File: src/sdsm_pkg.sv
// Constants, encodings and timing for the servo drive state machine
package sdsm_pkg;

	// Object dictionary indices
	localparam logic [15:0] IDX_CMD_WORD     = 16'h6040;
	localparam logic [15:0] IDX_STATE_WORD   = 16'h6041;
	localparam logic [15:0] IDX_MODE_SELECT  = 16'h6060;
	localparam logic [15:0] IDX_MODE_DISPLAY = 16'h6061;
	localparam logic [15:0] IDX_MODE_SET     = 16'h6502;

	// Values after reset
	localparam logic [15:0] CMD_WORD_RESET   = 16'h0000;
	localparam logic [7:0]  MODE_RESET       = 8'h00;

	// Synchronization mode input
	localparam logic SYNC_FREE_RUN = 1'b0;
	localparam logic SYNC_DC       = 1'b1;

	// Drive states; not ready must stay the all-zero code
	typedef enum logic [2:0] {
		ST_NOT_READY   = 3'b000,
		ST_SW_DISABLED = 3'b001,
		ST_READY       = 3'b010,
		ST_SWITCHED_ON = 3'b011,
		ST_OP_ENABLED  = 3'b100,
		ST_QUICK_STOP  = 3'b101,
		ST_FAULT_REACT = 3'b110,
		ST_FAULT       = 3'b111
	} sdsm_state_e;

	// State word codes, bits {6,5,3,2,1,0}
	localparam logic [5:0] CODE_NOT_READY   = 6'h00;
	localparam logic [5:0] CODE_SW_DISABLED = 6'h30;
	localparam logic [5:0] CODE_READY       = 6'h11;
	localparam logic [5:0] CODE_SWITCHED_ON = 6'h13;
	localparam logic [5:0] CODE_OP_ENABLED  = 6'h17;
	localparam logic [5:0] CODE_QUICK_STOP  = 6'h07;
	localparam logic [5:0] CODE_FAULT_REACT = 6'h1F;
	localparam logic [5:0] CODE_FAULT       = 6'h18;

	// Command word bit positions
	localparam int CW_FAULT_RESET_BIT = 7;

	// State word bit positions
	localparam int SW_VOLTAGE_BIT  = 4;
	localparam int SW_WARNING_BIT  = 7;
	localparam int SW_REMOTE_BIT   = 9;
	localparam int SW_TARGET_BIT   = 10;
	localparam int SW_LIMIT_BIT    = 11;
	localparam int SW_MODE_LO_BIT  = 12;
	localparam int SW_ABS_BIT      = 14;
	localparam int SW_BUSY_BIT     = 15;

	// Operation mode codes
	localparam logic [7:0] profile_position_mode = 8'h01;
	localparam logic [7:0] profile_velocity_mode = 8'h03;
	localparam logic [7:0] profile_torque_mode   = 8'h04;
	localparam logic [7:0] homing_mode           = 8'h06;
	localparam logic [7:0] cyclic_position_mode  = 8'h08;
	localparam logic [7:0] cyclic_velocity_mode  = 8'h09;
	localparam logic [7:0] cyclic_torque_mode    = 8'h0A;
	localparam logic [31:0] SUPPORTED_MODES      = 32'h0000_03AD;

	// Emergency message fields
	localparam logic [15:0] EMCY_CODE        = 16'hFF00;
	localparam logic [7:0]  ERR_REG_GENERIC  = 8'h01;

	// Timing
	localparam int CLOCK_PERIOD_NS    = 100;
	localparam int FREE_CYCLE_NS      = 1000;
	localparam int FAULT_REACT_NS     = 1000;
	localparam int FREE_CYCLE_CYCLES  = FREE_CYCLE_NS / CLOCK_PERIOD_NS;
	localparam int FAULT_REACT_CYCLES = (FAULT_REACT_NS + CLOCK_PERIOD_NS - 1) / CLOCK_PERIOD_NS;

endpackage : sdsm_pkg

File: src/sdsm_emcy_if.sv
// Alarm event and emergency message carrier between drive core and formatter
`timescale 1ns/10ps
interface sdsm_emcy_if;
	logic        alarm_evt;
	logic [15:0] alarm_code;
	logic [7:0]  err_reg;
	logic        msg_valid;
	logic [63:0] msg;

	modport fmt (input alarm_evt, input alarm_code, input err_reg, output msg_valid, output msg);
	modport core (output alarm_evt, output alarm_code, output err_reg, input msg_valid, input msg);
endinterface : sdsm_emcy_if

File: src/sdsm_drive.sv
// Drive profile core: cycle sync, state machine, state word and operation modes
// Operation
// - Master and drive share a reference time; synchronous mode follows its sync event.
// - Sync mode input selects free-running or distributed-clock synchronous operation.
// - Free-running mode ticks from its own counter, ignoring network timing unless correction is enabled.
// - Free-running correction realigns the cycle counter on sync manager events.
// - Distributed-clock mode ticks the control cycle on each sync event.
// - A servo alarm queues an emergency message; dropped if link is down.
// - Message bytes: code, error register, zero, alarm code, zero pair.
// - Eight drive states, not ready after reset.
// - Alarm enters fault reaction, runs its sequence, then holds fault.
// - Command bits 3..0 decode shutdown, switch on, enable and disable operation.
// - Bit 1 low disables voltage; quick stop; bit 7 rise resets fault.
// - State word bits 6,5,3,2,1,0 encode the state; bit 4 independent.
// - Other state word bits carry voltage, warning, remote, target, limit, mode, abs, busy; bit 8 stays zero.
// - Seven operation modes accepted through the mode select object.
// - Read-only mode display and read-only supported mode set.
// - Feed-forward, filter and observer enabled per mode class.
// - Homing applies velocity feed-forward and filter per current operating condition.
`timescale 1ns/10ps
module sdsm_drive #(
	parameter int FREE_CYCLES = sdsm_pkg::FREE_CYCLE_CYCLES,
	parameter int REACT_CYCLES = sdsm_pkg::FAULT_REACT_CYCLES
) (
	input  wire logic        clock_i,
	input  wire logic        sys_rst_i,
	input  wire logic        sync_mode_i,
	input  wire logic        sm_corr_en_i,
	input  wire logic        sync_event_i,
	input  wire logic        sm_event_i,
	input  wire logic [15:0] obj_index_i,
	input  wire logic        obj_wr_i,
	input  wire logic        obj_rd_i,
	input  wire logic [31:0] obj_wdata_i,
	input  wire logic        alarm_i,
	input  wire logic [15:0] alarm_code_i,
	input  wire logic        link_up_i,
	input  wire logic        emcy_ack_i,
	input  wire logic        voltage_on_i,
	input  wire logic        warning_i,
	input  wire logic        target_reached_i,
	input  wire logic        limit_active_i,
	input  wire logic [1:0]  mode_spec_i,
	input  wire logic        abs_valid_i,
	input  wire logic        busy_i,
	input  wire logic        homing_pos_ctrl_i,
	output logic             cycle_tick_o,
	output logic [2:0]       drive_state_o,
	output logic [31:0]      obj_rdata_o,
	output logic             obj_ack_o,
	output logic             obj_err_o,
	output logic             emcy_valid_o,
	output logic [63:0]      emcy_data_o,
	output logic             vel_ff_en_o,
	output logic             pos_filter_en_o,
	output logic             torque_ff_en_o,
	output logic             observer_en_o,
	output logic             common_en_o
);
	if (FREE_CYCLES < 2 || FREE_CYCLES > 65535 || REACT_CYCLES < 1 || REACT_CYCLES > 65535) begin : g_chk
		$error("sdsm_drive: cycle counts out of range");
	end

	localparam logic [15:0] CYC_LAST   = 16'(FREE_CYCLES - 1);
	localparam logic [15:0] REACT_LAST = 16'(REACT_CYCLES - 1);

	typedef struct packed {
		logic                 sync_meta;
		logic                 sync_sync;
		logic                 sync_prev;
		logic                 sm_meta;
		logic                 sync_manager_cycle_correction;
		logic                 sm_prev;
		logic [15:0]          cyc_cnt;
		logic                 tick;
		logic [15:0]          cmd;
		logic                 cw7_prev;
		sdsm_pkg::sdsm_state_e state;
		logic [15:0]          react_cnt;
		logic [15:0]          sw;
		logic [7:0]           mode_sel;
		logic [7:0]           mode_disp;
		logic                 alarm_prev;
		logic                 alarm_evt;
		logic [15:0]          alarm_code;
		logic [31:0]          rdata;
		logic                 ack;
		logic                 err;
		logic                 vel_ff;
		logic                 pos_filt;
		logic                 trq_ff;
		logic                 dob;
		logic                 common;
	} sdsm_core_s;

	sdsm_core_s  s_reg;
	sdsm_core_s  s_next;
	sdsm_emcy_if emcy ();

	function automatic logic [5:0] state_code(input sdsm_pkg::sdsm_state_e st);
		unique case (st)
			sdsm_pkg::ST_NOT_READY:   state_code = sdsm_pkg::CODE_NOT_READY;
			sdsm_pkg::ST_SW_DISABLED: state_code = sdsm_pkg::CODE_SW_DISABLED;
			sdsm_pkg::ST_READY:       state_code = sdsm_pkg::CODE_READY;
			sdsm_pkg::ST_SWITCHED_ON: state_code = sdsm_pkg::CODE_SWITCHED_ON;
			sdsm_pkg::ST_OP_ENABLED:  state_code = sdsm_pkg::CODE_OP_ENABLED;
			sdsm_pkg::ST_QUICK_STOP:  state_code = sdsm_pkg::CODE_QUICK_STOP;
			sdsm_pkg::ST_FAULT_REACT: state_code = sdsm_pkg::CODE_FAULT_REACT;
			sdsm_pkg::ST_FAULT:       state_code = sdsm_pkg::CODE_FAULT;
		endcase
	endfunction : state_code

	function automatic logic mode_supported(input logic [7:0] m);
		mode_supported = (m == sdsm_pkg::profile_position_mode) || (m == sdsm_pkg::homing_mode)
			|| (m == sdsm_pkg::profile_velocity_mode) || (m == sdsm_pkg::profile_torque_mode)
			|| (m == sdsm_pkg::cyclic_position_mode) || (m == sdsm_pkg::cyclic_velocity_mode)
			|| (m == sdsm_pkg::cyclic_torque_mode);
	endfunction : mode_supported

	// Command decode shared by the state machine and the checks
	logic cmd_shutdown;
	logic cmd_switch_on;
	logic cmd_enable;
	logic cmd_dis_volt;
	logic cmd_qstop;
	logic fault_reset;
	logic sync_edge;
	logic sm_edge;
	logic alarm_free;

	assign cmd_shutdown  = s_reg.cmd[2:0] == 3'b110;
	assign cmd_switch_on = s_reg.cmd[3:0] == 4'b0111;
	assign cmd_enable    = s_reg.cmd[3:0] == 4'b1111;
	assign cmd_dis_volt  = !s_reg.cmd[1];
	assign cmd_qstop     = s_reg.cmd[2:1] == 2'b01;
	// Held level re-arms only after bit 7 drops
	assign fault_reset   = s_reg.cmd[sdsm_pkg::CW_FAULT_RESET_BIT] && !s_reg.cw7_prev;
	assign sync_edge     = s_reg.sync_sync && !s_reg.sync_prev;
	assign sm_edge       = s_reg.sync_manager_cycle_correction && !s_reg.sm_prev;
	assign alarm_free    = s_reg.state != sdsm_pkg::ST_FAULT_REACT && s_reg.state != sdsm_pkg::ST_FAULT
		&& s_reg.state != sdsm_pkg::ST_NOT_READY;

	always_comb begin
		s_next = s_reg;
		s_next.sync_meta = sync_event_i;
		s_next.sync_sync = s_reg.sync_meta;
		s_next.sync_prev = s_reg.sync_sync;
		s_next.sm_meta   = sm_event_i;
		s_next.sync_manager_cycle_correction   = s_reg.sm_meta;
		s_next.sm_prev   = s_reg.sync_manager_cycle_correction;

		// Application cycle
		s_next.tick = 1'b0;
		if (sync_mode_i == sdsm_pkg::SYNC_DC) begin
			s_next.cyc_cnt = '0;
			s_next.tick    = sync_edge;
		end else if (sm_corr_en_i && sm_edge) begin
			// Realign instead of ticking; each sync manager edge clears any drift so far
			s_next.cyc_cnt = '0;
		end else if (s_reg.cyc_cnt == CYC_LAST) begin
			s_next.cyc_cnt = '0;
			s_next.tick    = 1'b1;
		end else begin
			s_next.cyc_cnt = s_reg.cyc_cnt + 16'h0001;
		end

		// Object access
		s_next.ack = obj_rd_i || obj_wr_i;
		s_next.err = 1'b0;
		if (obj_wr_i) begin
			unique case (obj_index_i)
				sdsm_pkg::IDX_CMD_WORD:    s_next.cmd = obj_wdata_i[15:0];
				sdsm_pkg::IDX_MODE_SELECT: s_next.mode_sel = obj_wdata_i[7:0];
				default:                   s_next.err = 1'b1;
			endcase
		end else if (obj_rd_i) begin
			unique case (obj_index_i)
				sdsm_pkg::IDX_CMD_WORD:     s_next.rdata = {16'h0000, s_reg.cmd};
				sdsm_pkg::IDX_STATE_WORD:   s_next.rdata = {16'h0000, s_reg.sw};
				sdsm_pkg::IDX_MODE_SELECT:  s_next.rdata = {24'h000000, s_reg.mode_sel};
				sdsm_pkg::IDX_MODE_DISPLAY: s_next.rdata = {24'h000000, s_reg.mode_disp};
				sdsm_pkg::IDX_MODE_SET:     s_next.rdata = sdsm_pkg::SUPPORTED_MODES;
				default: begin
					s_next.rdata = 32'h0000_0000;
					s_next.err   = 1'b1;
				end
			endcase
		end

		// Unsupported selections keep the previous display
		if (mode_supported(s_reg.mode_sel)) begin
			s_next.mode_disp = s_reg.mode_sel;
		end

		// Alarm event toward the formatter
		s_next.alarm_prev = alarm_i;
		s_next.alarm_evt  = alarm_i && !s_reg.alarm_prev;
		s_next.alarm_code = alarm_code_i;

		// State machine; unmatched commands fall through unchanged
		s_next.cw7_prev = s_reg.cmd[sdsm_pkg::CW_FAULT_RESET_BIT];
		unique case (s_reg.state)
			sdsm_pkg::ST_NOT_READY: s_next.state = sdsm_pkg::ST_SW_DISABLED;
			sdsm_pkg::ST_SW_DISABLED: begin
				if (cmd_shutdown) s_next.state = sdsm_pkg::ST_READY;
			end
			sdsm_pkg::ST_READY: begin
				if (cmd_dis_volt || cmd_qstop) s_next.state = sdsm_pkg::ST_SW_DISABLED;
				else if (cmd_switch_on) s_next.state = sdsm_pkg::ST_SWITCHED_ON;
				else if (cmd_enable) s_next.state = sdsm_pkg::ST_OP_ENABLED;
			end
			sdsm_pkg::ST_SWITCHED_ON: begin
				if (cmd_dis_volt || cmd_qstop) s_next.state = sdsm_pkg::ST_SW_DISABLED;
				else if (cmd_shutdown) s_next.state = sdsm_pkg::ST_READY;
				else if (cmd_enable) s_next.state = sdsm_pkg::ST_OP_ENABLED;
			end
			sdsm_pkg::ST_OP_ENABLED: begin
				if (cmd_dis_volt) s_next.state = sdsm_pkg::ST_SW_DISABLED;
				else if (cmd_qstop) s_next.state = sdsm_pkg::ST_QUICK_STOP;
				else if (cmd_shutdown) s_next.state = sdsm_pkg::ST_READY;
				else if (cmd_switch_on) s_next.state = sdsm_pkg::ST_SWITCHED_ON;
			end
			sdsm_pkg::ST_QUICK_STOP: begin
				if (cmd_dis_volt) s_next.state = sdsm_pkg::ST_SW_DISABLED;
				else if (cmd_enable) s_next.state = sdsm_pkg::ST_OP_ENABLED;
			end
			sdsm_pkg::ST_FAULT_REACT: begin
				if (s_reg.react_cnt == REACT_LAST) begin
					s_next.state     = sdsm_pkg::ST_FAULT;
					s_next.react_cnt = '0;
				end else begin
					s_next.react_cnt = s_reg.react_cnt + 16'h0001;
				end
			end
			sdsm_pkg::ST_FAULT: begin
				// Reset is refused while the alarm persists
				if (fault_reset && !alarm_i) s_next.state = sdsm_pkg::ST_SW_DISABLED;
			end
		endcase
		if (alarm_i && alarm_free) begin
			s_next.state     = sdsm_pkg::ST_FAULT_REACT;
			s_next.react_cnt = '0;
		end

		// State word
		s_next.sw = '0;
		{s_next.sw[6], s_next.sw[5], s_next.sw[3:0]} = state_code(s_reg.state);
		s_next.sw[sdsm_pkg::SW_VOLTAGE_BIT]                   = voltage_on_i;
		s_next.sw[sdsm_pkg::SW_WARNING_BIT]                   = warning_i;
		s_next.sw[sdsm_pkg::SW_REMOTE_BIT]                    = link_up_i;
		s_next.sw[sdsm_pkg::SW_TARGET_BIT]                    = target_reached_i;
		s_next.sw[sdsm_pkg::SW_LIMIT_BIT]                     = limit_active_i;
		s_next.sw[sdsm_pkg::SW_MODE_LO_BIT +: 2]              = mode_spec_i;
		s_next.sw[sdsm_pkg::SW_ABS_BIT]                       = abs_valid_i;
		s_next.sw[sdsm_pkg::SW_BUSY_BIT]                      = busy_i;

		// Per-mode function enables
		s_next.common = mode_supported(s_reg.mode_disp);
		unique case (s_reg.mode_disp)
			sdsm_pkg::profile_position_mode, sdsm_pkg::cyclic_position_mode: begin
				s_next.vel_ff   = 1'b1;
				s_next.pos_filt = 1'b1;
				s_next.trq_ff   = 1'b1;
				s_next.dob      = 1'b1;
			end
			sdsm_pkg::profile_velocity_mode, sdsm_pkg::cyclic_velocity_mode: begin
				s_next.vel_ff   = 1'b0;
				s_next.pos_filt = 1'b0;
				s_next.trq_ff   = 1'b1;
				s_next.dob      = 1'b1;
			end
			sdsm_pkg::homing_mode: begin
				s_next.vel_ff   = homing_pos_ctrl_i;
				s_next.pos_filt = homing_pos_ctrl_i;
				s_next.trq_ff   = 1'b1;
				s_next.dob      = 1'b1;
			end
			default: begin
				// Torque modes and no mode yet
				s_next.vel_ff   = 1'b0;
				s_next.pos_filt = 1'b0;
				s_next.trq_ff   = 1'b0;
				s_next.dob      = 1'b0;
			end
		endcase
	end

	// Whole state resets to zero, which is also the not-ready code
	always_ff @(posedge clock_i) begin
		if (sys_rst_i) begin
			s_reg <= '0;
		end else begin
			s_reg <= s_next;
		end
	end

	assign emcy.alarm_evt  = s_reg.alarm_evt;
	assign emcy.alarm_code = s_reg.alarm_code;
	assign emcy.err_reg    = sdsm_pkg::ERR_REG_GENERIC;

	sdsm_emcy_fmt u_fmt (
		.clock_i    (clock_i),
		.sys_rst_i  (sys_rst_i),
		.link_up_i  (link_up_i),
		.emcy_ack_i (emcy_ack_i),
		.emcy       (emcy.fmt)
	);

	assign cycle_tick_o    = s_reg.tick;
	assign drive_state_o   = s_reg.state;
	assign obj_rdata_o     = s_reg.rdata;
	assign obj_ack_o       = s_reg.ack;
	assign obj_err_o       = s_reg.err;
	assign emcy_valid_o    = emcy.msg_valid;
	assign emcy_data_o     = emcy.msg;
	assign vel_ff_en_o     = s_reg.vel_ff;
	assign pos_filter_en_o = s_reg.pos_filt;
	assign torque_ff_en_o  = s_reg.trq_ff;
	assign observer_en_o   = s_reg.dob;
	assign common_en_o     = s_reg.common;

	localparam int ReactMax = REACT_CYCLES + 1;
endmodule : sdsm_drive

File: src/sdsm_emcy_fmt.sv
// Emergency message formatter holding one 8-byte mailbox message
`timescale 1ns/10ps
module sdsm_emcy_fmt (
	input  wire logic   clock_i,
	input  wire logic   sys_rst_i,
	input  wire logic   link_up_i,
	input  wire logic   emcy_ack_i,
	sdsm_emcy_if.fmt    emcy
);
	typedef struct packed {
		logic        valid;
		logic [63:0] msg;
	} sdsm_fmt_s;

	sdsm_fmt_s s_reg;
	sdsm_fmt_s s_next;

	localparam logic [15:0] EMCY_CODE_W = sdsm_pkg::EMCY_CODE;

	always_comb begin
		s_next = s_reg;
		if (emcy_ack_i) begin
			s_next.valid = 1'b0;
		end
		// New alarm wins over the ack; lost silently when the link is down
		if (emcy.alarm_evt && link_up_i) begin
			s_next.valid = 1'b1;
			s_next.msg   = {16'h0000, emcy.alarm_code, 8'h00, emcy.err_reg, EMCY_CODE_W};
		end
	end

	always_ff @(posedge clock_i) begin
		if (sys_rst_i) begin
			s_reg <= '0;
		end else begin
			s_reg <= s_next;
		end
	end

	assign emcy.msg_valid = s_reg.valid;
	assign emcy.msg       = s_reg.msg;
endmodule : sdsm_emcy_fmt

File: config.mk
export PLATFORM = sky130hd
export DESIGN_NAME = sdsm_drive
export DESIGN_NICKNAME = d
export VERILOG_FILES = /design/src/sdsm_pkg.sv /design/src/sdsm_emcy_if.sv /design/src/sdsm_drive.sv /design/src/sdsm_emcy_fmt.sv
export SDC_FILE = /design/constraint.sdc
export NUM_CORES = 1
export LEC_CHECK = 0
export ABC_AREA = 0
export BUFFER_PORTS_ARGS = -buffer_cell sky130_fd_sc_hd__buf_2
export CELL_PAD_IN_SITES_DETAIL_PLACEMENT = 1
export CELL_PAD_IN_SITES_GLOBAL_PLACEMENT = 1
export CORE_MARGIN = 2
export CORE_UTILIZATION = 41
export DETAILED_ROUTE_END_ITERATION = 8
export PLACE_DENSITY_LB_ADDON = 0.1
export SKIP_CTS_REPAIR_TIMING = 1
export SYNTH_ARGS = -nofsm -noshare
export SYNTH_HDL_FRONTEND = slang
export SYNTH_SLANG_ARGS = --single-unit
export TNS_END_PERCENT = 1
File: constraint.sdc
create_clock -name clock_i -period 3.61 [get_ports clock_i]
set_input_delay 0.361 -clock clock_i [delete_from_list [all_inputs] [get_ports clock_i]]
set_output_delay 0.361 -clock clock_i [all_outputs]
set_load 0.03 [all_outputs]
==> metrics.txt <==
outcome=finished clean; CP Launch Type=flop; max FFs per register=82; Die Ht=131 um; Filler Cell Count=1948; CTS H-tree lvls=4; Distinct cells, synth=55; largest net degree at the start of global routing=73; Reg2Reg Setup Slack=1310 ps; endpoints failing hold=0; FMAX=435 MHz; worst slack at placement=940 ps; worst clock skew=10.5 ps; Final Max Slew Viols=0; CP max FO=17; Setup violations, final=0; Most Frequent Cell on Critical Path=a21oi_1; Tmin final=2300 ps; Slew headroom=43.6%; power per cell area=525 nW/um^2; Setup WS post-layout=1310 ps; worst r2r src=drive_state_o[2]$_SDFFE_PP0P_; max-cap check violation count=0; Vias=5430; Clk pin slew, worst setup/hold paths=70 ps; WS Path Type=reg -> reg; sequential share of the synthesized area=44.2%; worst path cell trace=nand3b_1 -> a21oi_1 -> a21oi_1 -> a311oi_1; Reg power frac=43.3%; ant diodes=0; most common cell after layout, fill and taps aside=dfxtp_1; post-detailed-route wirelength per cell=15.5 um; Final ANT Viol Nets=0; actual slew at the worst max-slew pin=845 ps; syn avg cell area=8.57 um^2; root buffer cell=clkbuf_16; cell count after synthesis=777; Hold Path Depth=2; synth warn=0; Yosys reg bits=147; layout cells sized above 1=19.0%; GPL Wtd Cong=0.775; kind of path behind the tightest hold check=in -> reg; port buffer count=120; Layout area overhead=13.9%; vias per cell=5.04; Critical Path AT=2630 ps; Switch Pwr=1.06 mW; CTS max path bufs=2; Reg2Reg Depth=4; die area=17300 um^2; fin crit share=63.7%; register area=2940 um^2; post-DP HPWL=12000 um; switching portion of total power=26.6%; initial antenna violation count=0; DR iter-0 viols=171; vias in the first global route=5645; first-pass detailed-route iteration total=4; row count=46; Max rail drop VDD=0.000330 V; Die X=131 um; critical path data required time=3940 ps; Num CTS Buffers=17; combinational share of power=9.9%; RR Endpoint=s_reg[96]$_SDFFE_PP0P_; Worst path max stage delay=670 ps; Hold Path Sink=emcy.alarm_code[5]$_SDFF_PP0_; Routed Wire Length=16800 um; Setup TNS Final=0 ps; RSZ-0062 raised after global routing=no; gr usage total=19.7%; initial core utilization=41.9%; Num Clock Sinks=147; Static Leak=3.11 nW; Hold Path Origin=alarm_code_i[5]; num ports=192; synthesized area=6660 um^2; Clock Latency Late Sink=420 ps; slowest CP cell=dfxtp_1; CTS tree=done; Remaining Overflow, GRT=0; Pint=2.93 mW; first-pass GRT wire length=27900 um; most frequent cells in the layout=dfxtp_1, buf_2, nand2_1; area occupied by multi-input gates=3090 um^2; Core ar.=15900 um^2; CP endpoint kind=flop; final net count=937; Clock Power Share=46.8%; drt drc=0
-- layout make-up --
cell class	count	share of cell area, %
well taps	216	3.56
inverters	9	0.445
multi-input cells	551	40.7
flip-flops and latches	147	38.8
clock buffers	19	5.97
clock inverters	13	2.28
repair buffers	123	8.24
-- Yosys cell counts (all sizes together) --
cell type | instances | area (um^2)
buf | 94 | 686
o22ai | 1 | 6.26
xor2 | 13 | 114
nor4b | 6 | 52.6
nor4 | 11 | 83.8
a311oi | 4 | 35.0
conb | 1 | 3.75
a21o | 1 | 7.51
xnor2 | 6 | 52.6
a32o | 4 | 40.0
o211ai | 1 | 7.51
o21ai | 21 | 105
nor2b | 38 | 238
nand3b | 2 | 15.0
or3 | 8 | 55.1
a22oi | 8 | 60.1
and3b | 1 | 8.76
nor3b | 3 | 22.5
o211a | 1 | 10.0
nor3 | 20 | 116
and4 | 4 | 35.0
nand3 | 14 | 70.1
a21boi | 5 | 37.5
a31o | 2 | 17.5
nand4 | 10 | 68.8
nand2b | 7 | 43.8
inv | 9 | 33.8
nand2 | 98 | 368
nor2 | 72 | 270
and3 | 9 | 56.3
mux2i | 19 | 190
a2bb2oi | 3 | 26.3
clkbuf | 30 | 113
a211oi | 12 | 90.1
a221oi | 9 | 78.8
or4b | 3 | 30.0
or4 | 4 | 33.8
a21oi | 55 | 275
a41o | 1 | 10.0
ha | 4 | 50.1
dfxtp | 147 | 2940
and2 | 10 | 62.6
a31oi | 5 | 31.3
a32oi | 1 | 8.76
-- power groups by stage --
stage,clock (mW),sequential [mW],combinational (mW)
floorplan,0,1.74,0.369
global placement,0,1.76,0.388
detailed placement,0,1.76,0.396
CTS,1.90,1.72,0.399
global route,1.97,1.73,0.435
finish,1.86,1.72,0.396
-- kinds of logic (layout without fill, tap and decap cells) --
kind of cell	count (synthesis)	count (layout)	share of synthesized area, %
flip-flops	147	147	44.2
adder cells (fa/ha/maj)	4	4	0.751
multiplexers	19	19	2.85
other	1	55	0.0563
XOR/XNOR	19	19	2.50
AO/OA/AOI/OAI	134	134	12.7
buffers and inverters	133	164	12.5
AND/OR/NAND/NOR	320	320	24.5
-- worst max-delay path by stage --
stage                                              from                     endpoint  slack (ps)  depth (start not counted)
final                     drive_state_o[2]$_SDFFE_PP0P_       s_reg[96]$_SDFFE_PP0P_        1310                          4
after global placement                   obj_index_i[1]      s_reg[113]$_SDFFE_PP0P_        1000                          6
after CTS                 drive_state_o[2]$_SDFFE_PP0P_       s_reg[96]$_SDFFE_PP0P_        1320                          4
after global routing      drive_state_o[2]$_SDFFE_PP0P_       s_reg[96]$_SDFFE_PP0P_         960                          4
after detailed placement                 obj_index_i[1]      s_reg[112]$_SDFFE_PP0P_         940                          6
after floorplan                          obj_index_i[3]  obj_rdata_o[1]$_SDFFE_PP0P_        1350                          7
-- stage by stage --
stage               utilization, %  instances  hold WS (ps)  area, um^2  total power, mW
finish                        47.8       1078           147        7590             3.98
detailed placement            43.8       1046           388        6960             2.16
floorplan                        -        831           367        6870             2.11
global placement              43.8       1046           374        6960             2.15
CTS                           47.8       1078           135        7590             4.02
global route                  47.8       1078           143        7590             4.13
-- critical path, delay by kind of cell, from the launching register on --
family	cells	cell delay (ps)
AOI/OAI and AO/OA	3	1060
DFF	1	670
and+or+nand+nor	1	480
-- routing by layer --
| layer | part of all wire [%] | up-vias | global-route usage (%) |
|---|---|---|---|
| met4 | 2.0 | 0 | 6.58 |
| met2 | 51 | 114 | 34.9 |
| met5 | 0 | - | 0 |
| li1 | - | 2676 | - |
| met1 | 43 | 2615 | 23.1 |
| met3 | 4.1 | 25 | 4.90 |
Power figures use the tool's default switching activity.
